$ cat src/rtl/owsc_pkg.sv
package owsc_pkg;

    // ------------------------------------------------------------
    // Register map (byte addresses).
    // ------------------------------------------------------------
    localparam logic [15:0] OFS_FETCH_SKIP = 16'h81DC;
    localparam logic [15:0] OFS_PRE_HEIGHT = 16'h81E0;
    localparam logic [15:0] OFS_HEIGHT_DELTA = 16'h81E4;
    localparam logic [15:0] OFS_ACC_INIT = 16'h81E8;
    localparam logic [15:0] OFS_FIFO_TIMING = 16'h81EC;
    localparam logic [15:0] OFS_MAIN_ORIGIN = 16'h81F0;
    localparam logic [15:0] OFS_MAIN_EXTENT = 16'h81F4;
    localparam logic [15:0] OFS_OVL_ORIGIN = 16'h81F8;
    localparam logic [15:0] OFS_OVL_EXTENT = 16'h81FC;

    // ------------------------------------------------------------
    // Field positions and masks.
    // ------------------------------------------------------------
    localparam int FSK_ENABLE_BIT = 31;
    localparam int FSK_TOP_BIT = 30;
    localparam logic [31:0] FSK_MASK = 32'hDFF81FF8;
    localparam logic [31:0] PRE_HEIGHT_MASK = 32'h000007FF;
    localparam logic [31:0] HEIGHT_DELTA_MASK = 32'h000007FF;
    localparam logic [31:0] ACC_INIT_MASK = 32'h00000FFF;
    localparam logic [31:0] FIFO_TIMING_MASK = 32'h0005FFFF;
    localparam logic [31:0] WINDOW_MASK = 32'h07FF07FF;
    localparam logic [31:0] FIFO_TIMING_RESET = 32'h00003000;
    localparam logic [31:0] ZERO_RESET = 32'h00000000;
    localparam int FT_ROW_LOW_BIT = 15;
    localparam int FT_PRECHARGE_BIT = 16;
    localparam int FT_EDO_BIT = 18;

    // ------------------------------------------------------------
    // FIFO split codes and slot counts.
    // ------------------------------------------------------------
    localparam logic [4:0] SPLIT_24_0 = 5'h00;
    localparam logic [4:0] SPLIT_16_8 = 5'h08;
    localparam logic [4:0] SPLIT_12_12 = 5'h0C;
    localparam logic [4:0] SPLIT_8_16 = 5'h10;
    localparam logic [4:0] SPLIT_0_24 = 5'h18;
    localparam logic [4:0] SLOTS_TOTAL = 5'h18;

    // ------------------------------------------------------------
    // Row strobe timing in half memory clocks.
    // ------------------------------------------------------------
    localparam logic [3:0] HALF_1_5 = 4'h3;
    localparam logic [3:0] HALF_2_5 = 4'h5;
    localparam logic [3:0] HALF_3_5 = 4'h7;
    localparam logic [3:0] HALF_4_5 = 4'h9;

    // Blend modes that count as opaque overlay.
    localparam logic [2:0] BLEND_OPAQUE_A = 3'h0;
    localparam logic [2:0] BLEND_OPAQUE_B = 3'h1;

    // Window geometry as the compositor sees it.
    typedef struct packed {
        logic [10:0] x_start;
        logic [10:0] y_start;
        logic [10:0] width_m1;
        logic [10:0] height;
    } owsc_window_t;

    // Fetch skip settings as applied.
    typedef struct packed {
        logic active;
        logic primary_on_top;
        logic [9:0] stop_qw;
        logic [9:0] resume_qw;
    } owsc_skip_t;

    // Vertical scaler set, applied at vertical sync.
    typedef struct packed {
        logic [10:0] pre_height;
        logic [10:0] height_delta;
        logic [11:0] acc_init;
    } owsc_vscale_t;

    // Memory timing selections.
    typedef struct packed {
        logic [3:0] row_low_half;
        logic [3:0] precharge_half;
        logic fast_edo_select;
    } owsc_mem_t;

endpackage

$ cat src/rtl/owsc_regs.sv
// Operation
// Fetch-skip fields are ignored unless the enable bit 31 is set.
// Fetch skipping acts only for opaque blend modes 000b or 001b.
// Skipped background fetches cover horizontal limits; vertical extent comes from the top window.
// Software keeps the background window full screen while skipping.
// Software sets stop-fetch bits 12-3 to the hidden quadword offset plus one.
// Software sets resume-fetch bits 28-19 to stop plus width minus one.
// Bit 30 clear puts the overlay stream on top, set puts the main.
// Bits 31 and 30 of the fetch-skip register reset to zero.
// Software loads the pre-scale height as unscaled height minus one.
// Software loads the height delta as unscaled minus scaled height.
// Software loads the accumulator start as minus scaled height, minus one.
// Vertical scale writes stay pending until the next vertical sync.
// The 5-bit split code divides 24 quadword slots between the streams.
// Software writes only the five defined split codes.
// Overlay FIFO at or below its threshold raises a refill request; here no request is raised while the overlay has zero slots.
// Main FIFO at or below its threshold raises a refill request; here no request is raised while the main stream has zero slots.
// Software keeps each threshold within its stream's slot allocation.
// Bit 15 picks 2.5 clock row low time, else 3.5 or 4.5 by control bit.
// Bit 16 picks 1.5 clock precharge, else 2.5 or 3.5 by control bit.
// Bit 18 picks single-cycle EDO access for peripheral-bus cycles only.
// Window start registers give first line plus one and first pixel plus one.
// Window size bits 10-0 give the displayed line count.
// Window size bits 26-16 give pixels per line minus one.
`timescale 1ns/10ps
`default_nettype none

module owsc_regs (
    // Clock and reset.
    input wire logic i_ref_clk,
    input wire logic i_rst,
    // APB slave.
    input wire logic i_psel,
    input wire logic i_penable,
    input wire logic i_pwrite,
    input wire logic [15:0] i_paddr,
    input wire logic [31:0] i_pwdata,
    output logic [31:0] o_prdata,
    output logic o_pready,
    output logic o_pslverr,
    // Compositor context.
    input wire logic i_vsync,
    input wire logic [2:0] i_blend_mode,
    input wire logic i_row_low_long,
    input wire logic i_precharge_long,
    input wire logic [4:0] i_main_fill,
    input wire logic [4:0] i_overlay_fill,
    // Settings to the compositor.
    output owsc_pkg::owsc_skip_t o_skip,
    output owsc_pkg::owsc_vscale_t o_vscale,
    output owsc_pkg::owsc_window_t o_main_window,
    output owsc_pkg::owsc_window_t o_overlay_window,
    output owsc_pkg::owsc_mem_t o_mem,
    output logic [4:0] o_main_slots,
    output logic [4:0] o_overlay_slots,
    output logic o_main_refill,
    output logic o_overlay_refill,
    output logic o_vscale_pending
);
    import owsc_pkg::*;

    // ------------------------------------------------------------
    // Decode helpers.
    // ------------------------------------------------------------

    // Secondary slot count for a split code; reserved codes give zero.
    function automatic logic [4:0] overlay_slots_of(input logic [4:0] code);
        logic [4:0] slots;
        slots = 5'h00;
        case (code)
            SPLIT_16_8: slots = 5'h08;
            SPLIT_12_12: slots = 5'h0C;
            SPLIT_8_16: slots = 5'h10;
            SPLIT_0_24: slots = 5'h18;
            default: slots = 5'h00;
        endcase
        return slots;
    endfunction

    // Unpack a start/size register pair into window geometry.
    function automatic owsc_window_t window_of(input logic [31:0] origin, input logic [31:0] extent);
        owsc_window_t w;
        w.x_start = origin[26:16];
        w.y_start = origin[10:0];
        w.width_m1 = extent[26:16];
        w.height = extent[10:0];
        return w;
    endfunction

    // ------------------------------------------------------------
    // Register storage.
    // ------------------------------------------------------------
    logic [31:0] fetch_skip;
    logic [31:0] pre_height_wr;
    logic [31:0] height_delta_wr;
    logic [31:0] acc_init_wr;
    logic [31:0] fifo_timing;
    logic [31:0] main_origin;
    logic [31:0] main_extent;
    logic [31:0] overlay_origin;
    logic [31:0] overlay_extent;
    owsc_vscale_t vscale_live;
    logic pending;
    logic wr_en;
    logic access;

    // A transfer completes in its first access cycle; no wait states.
    assign access = i_psel && i_penable;
    assign wr_en = access && i_pwrite;
    assign o_pready = 1'b1;

    // Unmapped addresses answer with an error and read zero.
    always_comb begin
        case (i_paddr)
            OFS_FETCH_SKIP, OFS_PRE_HEIGHT, OFS_HEIGHT_DELTA, OFS_ACC_INIT,
            OFS_FIFO_TIMING, OFS_MAIN_ORIGIN, OFS_MAIN_EXTENT, OFS_OVL_ORIGIN,
            OFS_OVL_EXTENT: o_pslverr = 1'b0;
            default: o_pslverr = access;
        endcase
    end

    // Fetch-skip register; the whole register resets to zero.
    always_ff @(posedge i_ref_clk or posedge i_rst) begin
        if (i_rst) begin
            fetch_skip <= ZERO_RESET;
        end else if (wr_en && i_paddr == OFS_FETCH_SKIP) begin
            fetch_skip <= i_pwdata & FSK_MASK;
        end
    end

    // Plain control registers; window registers clear at reset, FIFO timing loads FIFO_TIMING_RESET.
    always_ff @(posedge i_ref_clk or posedge i_rst) begin
        if (i_rst) begin
            fifo_timing <= FIFO_TIMING_RESET;
            main_origin <= ZERO_RESET;
            main_extent <= ZERO_RESET;
            overlay_origin <= ZERO_RESET;
            overlay_extent <= ZERO_RESET;
        end else if (wr_en) begin
            case (i_paddr)
                OFS_FIFO_TIMING: fifo_timing <= i_pwdata & FIFO_TIMING_MASK;
                OFS_MAIN_ORIGIN: main_origin <= i_pwdata & WINDOW_MASK;
                OFS_MAIN_EXTENT: main_extent <= i_pwdata & WINDOW_MASK;
                OFS_OVL_ORIGIN: overlay_origin <= i_pwdata & WINDOW_MASK;
                OFS_OVL_EXTENT: overlay_extent <= i_pwdata & WINDOW_MASK;
                default: fifo_timing <= fifo_timing;
            endcase
        end
    end

    // ------------------------------------------------------------
    // Vertical scaler: written values wait for vertical sync.
    // ------------------------------------------------------------

    // Shadow copies hold what software wrote and read back.
    always_ff @(posedge i_ref_clk or posedge i_rst) begin
        if (i_rst) begin
            pre_height_wr <= ZERO_RESET;
            height_delta_wr <= ZERO_RESET;
            acc_init_wr <= ZERO_RESET;
        end else if (wr_en) begin
            case (i_paddr)
                OFS_PRE_HEIGHT: pre_height_wr <= i_pwdata & PRE_HEIGHT_MASK;
                OFS_HEIGHT_DELTA: height_delta_wr <= i_pwdata & HEIGHT_DELTA_MASK;
                OFS_ACC_INIT: acc_init_wr <= i_pwdata & ACC_INIT_MASK;
                default: acc_init_wr <= acc_init_wr;
            endcase
        end
    end

    // Live set loads on vsync so a frame never mixes old and new factors.
    always_ff @(posedge i_ref_clk or posedge i_rst) begin
        if (i_rst) begin
            vscale_live <= '0;
        end else if (i_vsync) begin
            vscale_live.pre_height <= pre_height_wr[10:0];
            vscale_live.height_delta <= height_delta_wr[10:0];
            vscale_live.acc_init <= acc_init_wr[11:0];
        end
    end

    // Pending flag; a write in the vsync cycle wins so it is not lost.
    always_ff @(posedge i_ref_clk or posedge i_rst) begin
        if (i_rst) begin
            pending <= 1'b0;
        end else if (wr_en && (i_paddr == OFS_PRE_HEIGHT || i_paddr == OFS_HEIGHT_DELTA
                               || i_paddr == OFS_ACC_INIT)) begin
            pending <= 1'b1;
        end else if (i_vsync) begin
            pending <= 1'b0;
        end
    end

    // Limitation: a write landing in the vsync cycle itself waits one more frame.
    assign o_vscale_pending = pending;
    assign o_vscale = vscale_live;

    // ------------------------------------------------------------
    // Read data.
    // ------------------------------------------------------------

    // Read mux, registered on the setup edge, while penable is still low.
    always_ff @(posedge i_ref_clk or posedge i_rst) begin
        if (i_rst) begin
            o_prdata <= ZERO_RESET;
        end else if (i_psel && !i_penable && !i_pwrite) begin
            case (i_paddr)
                OFS_FETCH_SKIP: o_prdata <= fetch_skip;
                OFS_PRE_HEIGHT: o_prdata <= pre_height_wr;
                OFS_HEIGHT_DELTA: o_prdata <= height_delta_wr;
                OFS_ACC_INIT: o_prdata <= acc_init_wr;
                OFS_FIFO_TIMING: o_prdata <= fifo_timing;
                OFS_MAIN_ORIGIN: o_prdata <= main_origin;
                OFS_MAIN_EXTENT: o_prdata <= main_extent;
                OFS_OVL_ORIGIN: o_prdata <= overlay_origin;
                OFS_OVL_EXTENT: o_prdata <= overlay_extent;
                default: o_prdata <= ZERO_RESET;
            endcase
        end
    end

    // ------------------------------------------------------------
    // Fetch skip settings.
    // ------------------------------------------------------------
    logic skip_enable;
    logic opaque_mode;

    assign skip_enable = fetch_skip[FSK_ENABLE_BIT];
    assign opaque_mode = (i_blend_mode == BLEND_OPAQUE_A) || (i_blend_mode == BLEND_OPAQUE_B);

    // Fields are zeroed while disabled, so nothing downstream sees them.
    always_ff @(posedge i_ref_clk or posedge i_rst) begin
        if (i_rst) begin
            o_skip <= '0;
        end else if (skip_enable) begin
            o_skip.active <= opaque_mode;
            o_skip.primary_on_top <= fetch_skip[FSK_TOP_BIT];
            o_skip.stop_qw <= fetch_skip[12:3];
            o_skip.resume_qw <= fetch_skip[28:19];
        end else begin
            o_skip <= '0;
        end
    end

    // ------------------------------------------------------------
    // Windows, FIFO split and memory timing.
    // ------------------------------------------------------------

    // Window geometry straight from the start and size registers.
    always_ff @(posedge i_ref_clk or posedge i_rst) begin
        if (i_rst) begin
            o_main_window <= '0;
            o_overlay_window <= '0;
        end else begin
            o_main_window <= window_of(main_origin, main_extent);
            o_overlay_window <= window_of(overlay_origin, overlay_extent);
        end
    end

    // Slot split; the main stream gets whatever the overlay leaves.
    always_ff @(posedge i_ref_clk or posedge i_rst) begin
        if (i_rst) begin
            o_main_slots <= SLOTS_TOTAL;
            o_overlay_slots <= 5'h00;
        end else begin
            o_overlay_slots <= overlay_slots_of(fifo_timing[4:0]);
            o_main_slots <= SLOTS_TOTAL - overlay_slots_of(fifo_timing[4:0]);
        end
    end

    // Refill requests; a stream with no slots never requests.
    always_ff @(posedge i_ref_clk or posedge i_rst) begin
        if (i_rst) begin
            o_main_refill <= 1'b0;
            o_overlay_refill <= 1'b0;
        end else begin
            o_overlay_refill <= (o_overlay_slots != 5'h00) && (i_overlay_fill <= fifo_timing[9:5]);
            o_main_refill <= (o_main_slots != 5'h00) && (i_main_fill <= fifo_timing[14:10]);
        end
    end

    // Row strobe timing in half clocks; external bits pick the long options.
    always_ff @(posedge i_ref_clk or posedge i_rst) begin
        if (i_rst) begin
            o_mem <= '0;
        end else begin
            o_mem.row_low_half <= fifo_timing[FT_ROW_LOW_BIT] ? HALF_2_5
                                  : (i_row_low_long ? HALF_4_5 : HALF_3_5);
            o_mem.precharge_half <= fifo_timing[FT_PRECHARGE_BIT] ? HALF_1_5
                                    : (i_precharge_long ? HALF_3_5 : HALF_2_5);
            o_mem.fast_edo_select <= fifo_timing[FT_EDO_BIT];
        end
    end

    // ------------------------------------------------------------
    // Assertions.
    // ------------------------------------------------------------
    a_skip_off_idle: assert property (@(posedge i_ref_clk) disable iff (i_rst)
        !skip_enable |=> !o_skip.active && o_skip.stop_qw == 10'h000)
        else $error("Fetch skip active while disabled.");

    a_skip_opaque_only: assert property (@(posedge i_ref_clk) disable iff (i_rst)
        o_skip.active |-> $past(opaque_mode) && $past(skip_enable))
        else $error("Fetch skip active outside opaque mode.");

    a_skip_fields: assert property (@(posedge i_ref_clk) disable iff (i_rst)
        skip_enable |=> o_skip.stop_qw == $past(fetch_skip[12:3])
                        && o_skip.resume_qw == $past(fetch_skip[28:19]))
        else $error("Fetch skip limits not taken from register.");

    a_top_select: assert property (@(posedge i_ref_clk) disable iff (i_rst)
        skip_enable |=> o_skip.primary_on_top == $past(fetch_skip[FSK_TOP_BIT]))
        else $error("Top layer select wrong.");

    a_vscale_hold: assert property (@(posedge i_ref_clk) disable iff (i_rst)
        !i_vsync |=> $stable(vscale_live))
        else $error("Vertical scale changed without vsync.");

    a_vscale_load: assert property (@(posedge i_ref_clk) disable iff (i_rst)
        i_vsync |=> vscale_live.acc_init == $past(acc_init_wr[11:0]))
        else $error("Accumulator start not loaded at vsync.");

    a_split_total: assert property (@(posedge i_ref_clk) disable iff (i_rst)
        o_main_slots + o_overlay_slots == SLOTS_TOTAL)
        else $error("FIFO split does not sum to 24.");

    a_overlay_refill: assert property (@(posedge i_ref_clk) disable iff (i_rst)
        o_overlay_refill |-> $past(i_overlay_fill) <= $past(fifo_timing[9:5]))
        else $error("Overlay refill above threshold.");

    a_overlay_request: assert property (@(posedge i_ref_clk) disable iff (i_rst)
        o_overlay_slots != 5'h00 && i_overlay_fill <= fifo_timing[9:5] |=> o_overlay_refill)
        else $error("Overlay refill missing at threshold.");

    a_main_refill: assert property (@(posedge i_ref_clk) disable iff (i_rst)
        o_main_refill |-> $past(i_main_fill) <= $past(fifo_timing[14:10]))
        else $error("Main refill above threshold.");

    a_main_request: assert property (@(posedge i_ref_clk) disable iff (i_rst)
        o_main_slots != 5'h00 && i_main_fill <= fifo_timing[14:10] |=> o_main_refill)
        else $error("Main refill missing at threshold.");

    a_row_low_short: assert property (@(posedge i_ref_clk) disable iff (i_rst)
        fifo_timing[FT_ROW_LOW_BIT] |=> o_mem.row_low_half == HALF_2_5)
        else $error("Row low time not 2.5 clocks.");

    a_row_low_long: assert property (@(posedge i_ref_clk) disable iff (i_rst)
        !fifo_timing[FT_ROW_LOW_BIT] |=> o_mem.row_low_half == ($past(i_row_low_long) ? HALF_4_5 : HALF_3_5))
        else $error("Row low time ignores the long control bit.");

    a_precharge_short: assert property (@(posedge i_ref_clk) disable iff (i_rst)
        fifo_timing[FT_PRECHARGE_BIT] |=> o_mem.precharge_half == HALF_1_5)
        else $error("Precharge not 1.5 clocks.");

    a_precharge_long: assert property (@(posedge i_ref_clk) disable iff (i_rst)
        !fifo_timing[FT_PRECHARGE_BIT] |=> o_mem.precharge_half == ($past(i_precharge_long) ? HALF_3_5 : HALF_2_5))
        else $error("Precharge ignores the long control bit.");

    a_edo_select: assert property (@(posedge i_ref_clk) disable iff (i_rst)
        1'b1 |=> o_mem.fast_edo_select == $past(fifo_timing[FT_EDO_BIT]))
        else $error("EDO select not taken from register.");

    a_window_start: assert property (@(posedge i_ref_clk) disable iff (i_rst)
        1'b1 |=> o_main_window.x_start == $past(main_origin[26:16])
                 && o_overlay_window.y_start == $past(overlay_origin[10:0]))
        else $error("Window start fields wrong.");

    a_window_size: assert property (@(posedge i_ref_clk) disable iff (i_rst)
        1'b1 |=> o_main_window.height == $past(main_extent[10:0])
                 && o_overlay_window.width_m1 == $past(overlay_extent[26:16]))
        else $error("Window size fields wrong.");

endmodule

`default_nettype wire

$ cat config.mk
export PLATFORM = sky130hd
export DESIGN_NAME = owsc_regs
export DESIGN_NICKNAME = d
export VERILOG_FILES = /design/src/rtl/owsc_pkg.sv /design/src/rtl/owsc_regs.sv
export SDC_FILE = /design/constraint.sdc
export NUM_CORES = 1
export LEC_CHECK = 0
export BUFFER_PORTS_ARGS = -buffer_cell sky130_fd_sc_hd__buf_4
export CORE_UTILIZATION = 50
export CTS_BUF_LIST = sky130_fd_sc_hd__clkbuf_2
export CTS_CLUSTER_DIAMETER = 80
export CTS_CLUSTER_SIZE = 28
export DETAILED_ROUTE_END_ITERATION = 10
export GPL_ROUTABILITY_DRIVEN = 0
export GPL_TIMING_DRIVEN = 1
export HOLD_SLACK_MARGIN = 0.12
export PLACE_DENSITY_LB_ADDON = 0.05
export SYNTH_ARGS = -nofsm -noshare
export SYNTH_HDL_FRONTEND = slang
export SYNTH_SLANG_ARGS = --single-unit
$ cat constraint.sdc
create_clock -name i_ref_clk -period 12.7 [get_ports i_ref_clk]
set_input_delay 1.27 -clock i_ref_clk [delete_from_list [all_inputs] [get_ports i_ref_clk]]
set_output_delay 1.27 -clock i_ref_clk [all_outputs]
set_load 0.005 [all_outputs]
# Word-level counts from Yosys, hierarchy flattened
# Cells that the tools add are included.
[totals] ff_bits=359 out_inout_bits=200 wordCells=86
[op_classes] addsub=1 order_cmp=2 n_eq_ne=14 muxes=10 n_reduce_logical=26
[op_table] op="$pmux 32 s9" n=1
[op_table] op="$eq 16x16->1 const B" n=9
[op_table] op="$mux 22" n=1
[op_table] op="$pmux 5 s4" n=1
[op_table] op="$reduce_and 2->1" n=8
[op_table] op="$eq 5x4->1 const B" n=2
[op_table] op="$eq 5x5->1 const B" n=2
[op_table] op="$le 5x5->1" n=2
[op_table] op="$reduce_bool 5->1" n=2
[op_table] op="$reduce_or 9->1" n=1
[op_table] op="$logic_and 1x1->1" n=8
[op_table] op="$mux 4" n=2
[op_table] op="$sub 5x5->5 const A" n=1
[op_table] op="$eq 3x1->1 const B" n=1
[op_table] op="$logic_not 3->1" n=1
[op_table] op="$logic_or 1x1->1" n=3
[op_table] op="$mux 1" n=3
[op_table] op="$mux 3" n=1
[op_table] op="$logic_not 1->1" n=2
[op_table] op="$mux 2" n=1
[op_table] op="$reduce_bool 2->1" n=1

# Depth between registers and ports, before layout
# Gate-level depths: netlist of the first run.
[depth] word_depth=5 mapped_depth=9

# Worst setup path after synthesis of the first run
# No wires, ideal clock.
[synth_timing] path_kind="input port to output port" from="input port i_paddr[13]" to="output port o_pslverr" arrival_time_ns=2.622 required_ns=11.430 slack_ns=8.808 path_stages=5 path_cell_list="or4b_1 -> buf_6 -> nor4_4 -> or2_2 -> nor2_1"
[synth_between] elab_chain_len=3
[synth_lines] element="from (decl)" line_no="owsc_regs.sv:36" text="input wire logic [15:0] i_paddr,"
[synth_lines] element="$eq 16x16->1" line_no="owsc_regs.sv:114" text="case (i_paddr)"
[synth_lines] element="$reduce_or 9->1 (*)" line_no="owsc_regs.sv:114"
[synth_lines] element="$mux 1 (*)" line_no="owsc_regs.sv:114"
[synth_lines] element="to (decl)" line_no="owsc_regs.sv:40" text="output logic o_pslverr,"
# Mark *: on every way between the ends. The rest lies on a longest branch, timed or not.

# Worst setup path after layout of the first run
# Ends and elaborated chain as after synthesis.

==> results.md, run 1 <==
- Status: finished, final reports clean
- CP max-delay cell: nor4_1
- Tcrit/Tclk final: 0.359
- Core area: 27000 µm²
- CTS resizes: 0
- Crit path capture type: output port
- Final Worst Setup Slack: 8140 ps
- #FFs+latches synth: 352
- Yosys cell types: 61
- Hold Startpoint: i_row_low_long
- GR Util All Layers: 0.255
- CTS Buf Count: 16
- Ratio of cells with drive above 1 in the final layout: 0.447
- Clk buf depth: 3
- Remaining antenna violation count after routing: 0
- Top delay family on crit path: simple AND/OR/NAND/NOR gates
- Number of flops mapped to enable cells by yosys: 0
- Initial Utilization: 0.510
- Clk Latency, worst-skew pair: 970 ps
- Fin util: 0.594
- Fill cells: 2270
- Clock Skews: 66.2 ps
- Count of final setup violators: 0
- Vias per cell: 5.59
- Cts-stage hold buffer count: 0
- Htree depth: 1
- Cells after synthesis: 918
- Top FF cell, synth: dfrtp_1
- Place WS: 8160 ps
- Final Critical Period: 4560 ps
- CTS sink cnt: 352
- Data required, critical path: 11430 ps
- Post-CTS setup buffer count: 0
- Gr ovfl total: 0
- Post-Route WL: 35100 µm
- PwrDens: 98.0 nW/µm²
- Io pins: 269
- Post-Syn Area: 13700 µm²
- Worst-path clk slew: 470 ps
- Worst EP arrival: 3290 ps
- Maxcap violations: 0
- Root buffer cell: clkbuf_2
- DR pass1 iterations: 6
- Worst setup path startpoint: i_paddr[13]
- Most frequent cells in the layout: dfrtp_1 (348), buf_4 (277), mux2_2 (137)
- Largest net degree at the start of global routing: 141
- Area delta synth->final: 16.6%
- Seq/Total Area, Yosys: 0.642
- Most used cell, CP: buf_4
- Slew margin rel.: 0.255
- Final TNS setup: 0 ps
- Critical path class: input pin to output port
- RR Startpoint: fifo_timing[11]
- Syn Area/Cell: 15.0 µm²
- CP Cell Sequence: buf_4 > or4b_1 > buf_4 > nor4_1 > or2_2 > nor2_1 > buf_4
- Initial antenna violation count: 3
- Die Wd: 168 µm
- Worst ir drop on vdd: 0.0742 mV
- Vias in the first global route: 8452
- Row Count: 60
- Leakage power: 8.28 nW
- Synth warn: 0
- Hold Vio Cnt, Final: 0
- Most common cell after layout, fill and taps aside: dfrtp_1
- RSZ-0062 raised after global routing: false
- Startpoint Class: input pin
- Hold_ws: 361 ps
- Detailed Route Iter0 Violations: 650
- Slew @ Worst Pin: 1120 ps
- Critical path's largest stage delay: 680 ps
- Global-route wire length before repair: 53600 µm
- Via count: 8465
- CP max FO: 25
- Async SR Flop Fraction: 1.00
- Die ar.: 28100 µm²
- Port Buffers: 259
- Nets: 1245
- Hold Crit Class: input pin to flip-flop
- Peak Freq: 0.219 GHz
- Final Max Tran Viols: 0
- Die Span Y: 168 µm
- Dpl hpwl: 23200 µm
- DRC Markers: 0
- Clock tree from TritonCTS: built
- Critical path buffer and inverter count: 3
- Drt wl/cell: 23.2 µm
==> cells in the mapped netlist, drive strengths merged, types with 14 or more instances <==
cell type,n,area share
nand3,15,0.0058
nor2,18,0.0074
buf,41,0.026
nor4,17,0.015
mux2,190,0.17
nand2,56,0.015
o21ai,38,0.014
dfrtp,348,0.63
inv,16,0.0044
a22oi,22,0.012
a222oi,17,0.012
and2,21,0.0096
a21oi,14,0.0051
==> cell type report <==
cell class / count / area, µm² / area share
Antenna cell: 2 / 5.00 / 0.000313
Clock buffer: 21 / 105 / 0.00656
Clock inverter: 3 / 18.8 / 0.00117
Inverter: 16 / 67.6 / 0.00422
Multi-Input combinational cell: 502 / 4500 / 0.281
Sequential cell: 352 / 8810 / 0.550
Tap cell: 341 / 427 / 0.0266
Timing Repair Buffer: 277 / 2080 / 0.130
==> per-layer routing <==
layer / wire, µm / track usage / up-vias
li1: - / - / 3773
met1: 16000 / 0.381 / 4382
met2: 16400 / 0.400 / 277
met3: 2220 / 0.0395 / 31
met4: 483 / 0.0455 / 2
met5: 18 / 0 / -
==> path summary, 6_finish.rpt <==
kind / end / slack [ps] / depth (start not counted)
max: o_pslverr / 8140 / 7
max in group asynchronous: main_origin[1] / 10680 / 3
min: o_mem[6] / 360 / 2
min in group asynchronous: o_overlay_window[38] / 400 / 2
max reg2reg: o_main_refill / 10830 / 8
min reg2reg: o_main_window[10] / 410 / 0
==> worst reg2reg max path: stages (launching register included) <==
cell,delay (ps)
dfrtp_1,460
inv_1,60
ha_1,280
nor2b_1,130
o21a_1,160
o21ai_0,150
nand2b_1,90
a21oi_1,360
o32a_1,220
==> registers in the layout (all words and copies together), names as in the netlist, 2 cells and up <==
name / flops
acc_init_wr: 12
fetch_skip: 22
fifo_timing: 18
height_delta_wr: 11
main_extent: 22
main_origin: 22
o_main_slots: 2
o_main_window: 44
o_mem: 7
o_overlay_slots: 3
o_overlay_window: 44
o_prdata: 31
o_skip: 22
o_vscale: 34
overlay_extent: 22
overlay_origin: 22
pre_height_wr: 11
==> metrics by stage <==
| step | area (µm²) | power (mW) | cells |
|---|---|---|---|
| floorplan | 13800 | 1.18 | 924 |
| global placement | 15900 | 1.21 | 1488 |
| detailed placement | 15900 | 1.21 | 1488 |
| CTS | 16000 | 1.59 | 1512 |
| global route | 16000 | 1.63 | 1513 |
| finish | 16000 | 1.57 | 1514 |
==> report_power, final <==
part	leakage (nW)	total [mW]	internal (mW)	switching (mW)
logic	3.34	0.0692	0.0216	0.0475
clock network	0.0992	0.369	0.0453	0.324
registers	4.84	1.13	1.13	0.000293
==> cell families after synthesis <==
kind of cell / share of synthesized area
simple gates: 0.0758
mux: 0.174
other cells: 0.000547
compound gates: 0.0630
buf+inv: 0.0340
flops: 0.642
xor+xnor: 0.000638
fa+ha+maj: 0.0100
No activity file was read; power rests on OpenSTA's default activity.
==> run 2: changes to the inputs <==
==> constraint.sdc (replaced) <==
create_clock -name i_ref_clk -period 4 [get_ports i_ref_clk]
set_input_delay 0.4 -clock i_ref_clk [delete_from_list [all_inputs] [get_ports i_ref_clk]]
set_output_delay 0.4 -clock i_ref_clk [all_outputs]
set_load 0.005 [all_outputs]
==> results.md, run 2 (synthesis results as in run 1) <==
- Status: finished, final reports clean (unchanged)
- Global-route wire length before repair: 54400 µm (was 53600 µm)
- Fill cells: 2175 (was 2270)
- Gr ovfl total: 0 (unchanged)
- Clk Latency, worst-skew pair: 970 ps (about the same)
- Hold Vio Cnt, Final: 0 (unchanged)
- Die Wd: 168 µm (unchanged)
- Hold_ws: 199 ps (was 361 ps)
- Area taken by multi-input logic gates: 4500 µm² (unchanged)
- Drt wl/cell: 22.6 µm (was 23.2 µm)
- Vias in the first global route: 8817 (was 8452)
- Nets: 1330 (was 1245)
- Placed insts: 1502 (was 1488)
- Vias per cell: 5.51 (was 5.59)
- Critical path class: input pin to output port (unchanged)
- Hold Crit Class: input pin to flip-flop (unchanged)
- Largest net degree at the start of global routing: 113 (was 141)
- CTS sink cnt: 352 (unchanged)
- Initial antenna violation count: 3 (unchanged)
- Count of final setup violators: 0 (unchanged)
- Slew margin rel.: 0.321 (was 0.255)
- Htree depth: 1 (unchanged)
- Area delta synth->final: 23.3% (was 16.6%)
- Port Buffers: 259 (unchanged)
- Worst EP arrival: 2710 ps (was 3290 ps)
- PwrDens: 300 nW/µm² (was 98.0 nW/µm²)
- Final Max Tran Viols: 0 (unchanged)
- Final Critical Period: 3110 ps
- DR pass1 iterations: 5 (was 6)
- Most used cell, CP: buf_4 (unchanged)
- Critical path buffer and inverter count: 3 (unchanged)
- Worst ir drop on vdd: 0.286 mV (was 0.0742 mV)
- Worst-path clk slew: 450 ps (was 470 ps)
- Register area: 8810 µm² (unchanged)
- GR Util All Layers: 0.259 (was 0.255)
- Via count: 8800 (was 8465)
- Maxcap violations: 0 (unchanged)
- Crit path capture type: output port (unchanged)
- CP max-delay cell: or4b_1 (was nor4_1)
- Remaining antenna violation count after routing: 0 (unchanged)
- Design area: 16900 µm² (was 16000 µm²)
- Leakage power: 8.67 nW (was 8.28 nW)
- Detailed Route Iter0 Violations: 668 (was 650)
- Slew @ Worst Pin: 1000 ps (was 1120 ps)
- Tcrit/Tclk final: 0.778
- Hold Crit Depth: 3 (was 2)
- DRC Markers: 0 (unchanged)
- Die Span Y: 168 µm (unchanged)
- Critical path's largest stage delay: 890 ps (was 680 ps)
- Non-filler instance count after layout: 1598 (was 1514)
- Clock tree from TritonCTS: built (unchanged)
- Post-Route WL: 36100 µm (was 35100 µm)
- CP Cell Sequence: buf_4 > or4b_1 > buf_4 > nor4_1 > or2_2 > nor2_1 > buf_4 (unchanged)
- Row Count: 60 (unchanged)
- Worst-case reg-to-reg path depth: 10 (was 8)
- Peak Freq: 0.321 GHz
- Final TNS setup: 0 ps (unchanged)
- Clock Skews: 103 ps (was 66.2 ps)
- Core area: 27000 µm² (unchanged)
- Dpl hpwl: 24000 µm (was 23200 µm)
- Io pins: 269 (unchanged)
- Levels on crit path: 7 (unchanged)
- Most frequent cells in the layout: dfrtp_1 (348), buf_4 (284), mux2_2 (137) (was dfrtp_1 (348), buf_4 (277), mux2_2 (137))
- Clk buf depth: 3 (unchanged)
- Ratio of cells with drive above 1 in the final layout: 0.428 (was 0.447)
- Post-CTS setup buffer count: 0 (unchanged)
- CP max FO: 16 (was 25)
- Placement Cell Area: 16100 µm² (was 15900 µm²)
- RSZ-0062 raised after global routing: false (unchanged)
- Top delay family on crit path: simple AND/OR/NAND/NOR gates (unchanged)
- Startpoint Class: input pin (unchanged)
- CTS Buf Count: 16 (unchanged)
- Most common cell after layout, fill and taps aside: dfrtp_1 (unchanged)
- Data required, critical path: 3600 ps (was 11430 ps)
- Root buffer cell: clkbuf_2 (unchanged)
- Die ar.: 28100 µm² (unchanged)
- Initial Utilization: 0.510 (unchanged)
==> run 2: cell types whose count changed in the layout (fill, tap and decap cells not counted) <==
cell / delta
diode_2: -1
bufinv_16: +1
buf_4: +7
clkbuf_2: -1
clkinv_4: -1
clkinv_1: +1
dlygate4sd3_1: +71
clkinvlp_4: +1
buf_12: +7
inv_8: -1
==> run 2: metrics by stage <==
step	util	setup slack [ps]	total power, mW
floorplan	-	-1110	3.74
global placement	0.596	668	3.86
detailed placement	0.596	590	3.86
CTS	0.626	976	5.12
global route	0.628	789	5.29
finish	0.628	889	5.08
==> run 2: worst paths after layout <==
check                                  start                    to  slack (ps)
setup / recovery                 i_paddr[13]             o_pslverr         890
hold / removal                  i_pwdata[12]        fetch_skip[12]         200
setup reg to reg             fifo_timing[11]         o_main_refill        1130
hold reg to reg            overlay_origin[2]  o_overlay_window[24]         350
max in group asynchronous              i_rst   o_overlay_window[5]        2520
min in group asynchronous              i_rst     o_main_window[17]         450
==> run 2: worst register-to-register path, delay by kind of cell, from the launching register on <==
family	cells	cell delay, ps
simple gates	2	210
flops	1	480
buf+inv	3	1280
compound gates	4	700
fa+ha+maj	1	240
==> run 2: where the power goes <==
part	total, mW	switching, mW	internal (mW)
Sequential	3.59	0.00111	3.59
Combinational	0.276	0.162	0.113
Clock	1.21	1.01	0.200
==> run 2: cell type report <==
cell class / count / area share
multi-input combinational: 502 / 0.266
timing repair buffer: 362 / 0.176
inverter: 16 / 0.00377
clock inverter: 4 / 0.00259
antenna: 1 / 0.000148
clock buffer: 20 / 0.00591
tap: 341 / 0.0252
sequential: 352 / 0.521
==> run 2: routing by layer <==
| metal | GRT usage | routed length, µm |
|---|---|---|
| met3 | 0.0390 | 1990 |
| met5 | 0 | 8 |
| met1 | 0.383 | 16600 |
| met2 | 0.406 | 16800 |
| met4 | 0.0610 | 723 |
==> run 2: what timing repair did <==
| action | CTS | global route |
|---|---|---|
| hold endpoints to repair | 567 | 6 |
| gates resized for setup | 0 | 0 |
| hold buffers | 66 | 5 |
==> run 3: changes to the inputs <==
==> constraint.sdc (replaced) <==
create_clock -name i_ref_clk -period 2.8 [get_ports i_ref_clk]
set_input_delay 0.28 -clock i_ref_clk [delete_from_list [all_inputs] [get_ports i_ref_clk]]
set_output_delay 0.28 -clock i_ref_clk [all_outputs]
set_load 0.005 [all_outputs]
==> results.md, run 3 (synthesis results as in run 1) <==
- Clock power share: 0.241 (was 0.239)
- Sw frac: 0.231 (about the same)
- Most common cell after layout, fill and taps aside: dfrtp_1 (unchanged)
- Count of final setup violators: 0 (unchanged)
- Gr ovfl total: 0 (unchanged)
- Peak Freq: 0.367 GHz
- Clk Latency, worst-skew pair: 980 ps (was 970 ps)
- Critical path class: input pin to output port (unchanged)
- Worst-path clk slew: 490 ps (was 450 ps)
- Nets: 1408 (was 1330)
- Placement Cell Area: 16400 µm² (was 16100 µm²)
- Post-Route WL: 37500 µm (was 36100 µm)
- Initial Utilization: 0.510 (unchanged)
- Via count: 9113 (was 8800)
- Maxcap violations: 0 (unchanged)
- Leakage power: 9.07 nW (was 8.67 nW)
- Row Count: 60 (unchanged)
- Status: finished, final reports clean (unchanged)
- Data required, critical path: 2520 ps (was 3600 ps)
- Startpoint Class: input pin (unchanged)
- Slew margin rel.: 0.445 (was 0.321)
- Final Worst Setup Slack: 74.1 ps (was 889 ps)
- Dpl hpwl: 24900 µm (was 24000 µm)
- Die Wd: 168 µm (unchanged)
- Global-route wire length before repair: 56900 µm (was 54400 µm)
- Io pins: 269 (unchanged)
- Htree depth: 1 (unchanged)
- Core area: 27000 µm² (unchanged)
- Clock tree from TritonCTS: built (unchanged)
- Hold Crit Depth: 4 (was 3)
- Remaining antenna violation count after routing: 0 (unchanged)
- Root buffer cell: clkbuf_2 (unchanged)
- Placed insts: 1534 (was 1502)
- Fin util: 0.660 (was 0.628)
- CTS sink cnt: 352 (unchanged)
- Clk buf depth: 3 (unchanged)
- Final Max Tran Viols: 0 (unchanged)
- Hold Crit Class: input pin to flip-flop (unchanged)
- Largest net degree at the start of global routing: 72 (was 113)
- Net Sw Power: 1.70 mW (was 1.18 mW)
- CTS Buf Count: 16 (unchanged)
- Ratio of cells with drive above 1 in the final layout: 0.430 (was 0.428)
- DRC Markers: 0 (unchanged)
- Drt wl/cell: 22.3 µm (was 22.6 µm)
- Die ar.: 28100 µm² (unchanged)
- Total Power: 7.37 mW (was 5.08 mW)
- Worst EP arrival: 2450 ps (was 2710 ps)
- PwrDens: 414 nW/µm² (was 300 nW/µm²)
- Hold Vio Cnt, Final: 0 (unchanged)
- Vias in the first global route: 9205 (was 8817)
- Slew @ Worst Pin: 833 ps (was 1000 ps)
- Non-filler instance count after layout: 1680 (was 1598)
- Worst-case reg-to-reg path depth: 7 (was 10)
- Port Buffers: 259 (unchanged)
- Clock Skews: 103 ps (about the same)
- Detailed Route Iter0 Violations: 648 (was 668)
- Die Span Y: 168 µm (unchanged)
- Crit path capture type: output port (unchanged)
- GR Util All Layers: 0.269 (was 0.259)
- Worst ir drop on vdd: 0.349 mV (was 0.286 mV)
- Cell Int Power: 5.67 mW (was 3.90 mW)
- Most frequent cells in the layout: dfrtp_1 (348), buf_4 (308), mux2_2 (137) (was dfrtp_1 (348), buf_4 (284), mux2_2 (137))
- CP max FO: 12 (was 16)
- DR pass1 iterations: 6 (was 5)
- Register share of total power: 0.696 (was 0.707)
- Tcrit/Tclk final: 0.974
- Vias per cell: 5.42 (was 5.51)
- Area delta synth->final: 29.6% (was 23.3%)
- Initial antenna violation count: 2 (was 3)
- Final Critical Period: 2730 ps
- Comb pwr share: 0.063 (was 0.054)
- Place WS: 133 ps (was 590 ps)
- Design area: 17800 µm² (was 16900 µm²)
## run 3: metal layers
| metal | global-route usage | vias to the layer above | wire length, µm |
|---|---|---|---|
| met5 | 0 | - | 14 |
| met4 | 0.0634 | 2 | 770 |
| met3 | 0.0399 | 50 | 2110 |
| met2 | 0.420 | 326 | 17500 |
| met1 | 0.399 | 4628 | 17100 |
| li1 | - | 4107 | - |
## run 3: power groups by stage
stage	clock network, mW	registers [mW]	logic (mW)
6_report	1.78	5.13	0.467
5_1_grt	2.02	5.14	0.511
4_1_cts	1.83	5.13	0.464
3_5_place_dp	0	5.18	0.354
3_3_place_gp	0	5.18	0.350
2_1_floorplan	0	5.19	0.159
## run 3: per-stage QoR
step	hold slack [ps]	setup TNS [ps]
6_report	199	0
4_1_cts	131	0
5_1_grt	151	-4.87
3_3_place_gp	369	0
2_1_floorplan	341	-766140
3_5_place_dp	374	0
## run 3: layout make-up
cell class                 count  area, µm²
multi-input combinational    502       4510
sequential                   352       8810
clock buffer                  25        125
antenna                        1       2.50
tap                          341        427
fill                        2094       9160
clock inverter                 3       41.3
timing repair buffer         440       3810
inverter                      16       63.8
## run 3: path summary, 6_finish.rpt
kind	startpoint	end	slack, ps
worst min-delay path	i_paddr[3]	o_vscale_pending	200
min in group asynchronous	i_rst	main_origin[25]	490
max in group asynchronous	i_rst	fifo_timing[13]	1320
worst max register to register	fifo_timing[7]	o_overlay_refill	430
worst min register to register	overlay_extent[19]	o_overlay_window[14]	420
worst max-delay path	i_paddr[4]	o_pslverr	70
## run 3: worst max-delay path, stage by stage
cell	delay (ps)
dlygate4sd3_1	530
buf_4	200
nand4b_1	170
dlygate4sd3_1	650
nor4_4	50
or2_2	330
nor2_1	120
buf_4	120
## run 3: repair_timing
item / 4_1_cts / 5_1_grt
resized for setup: 0 / 4
buffers inserted: 0 / 1
hold buffers: 110 / 6
hold endpoints to repair: 568 / 3
endpoints found under the setup margin: 0 / 4
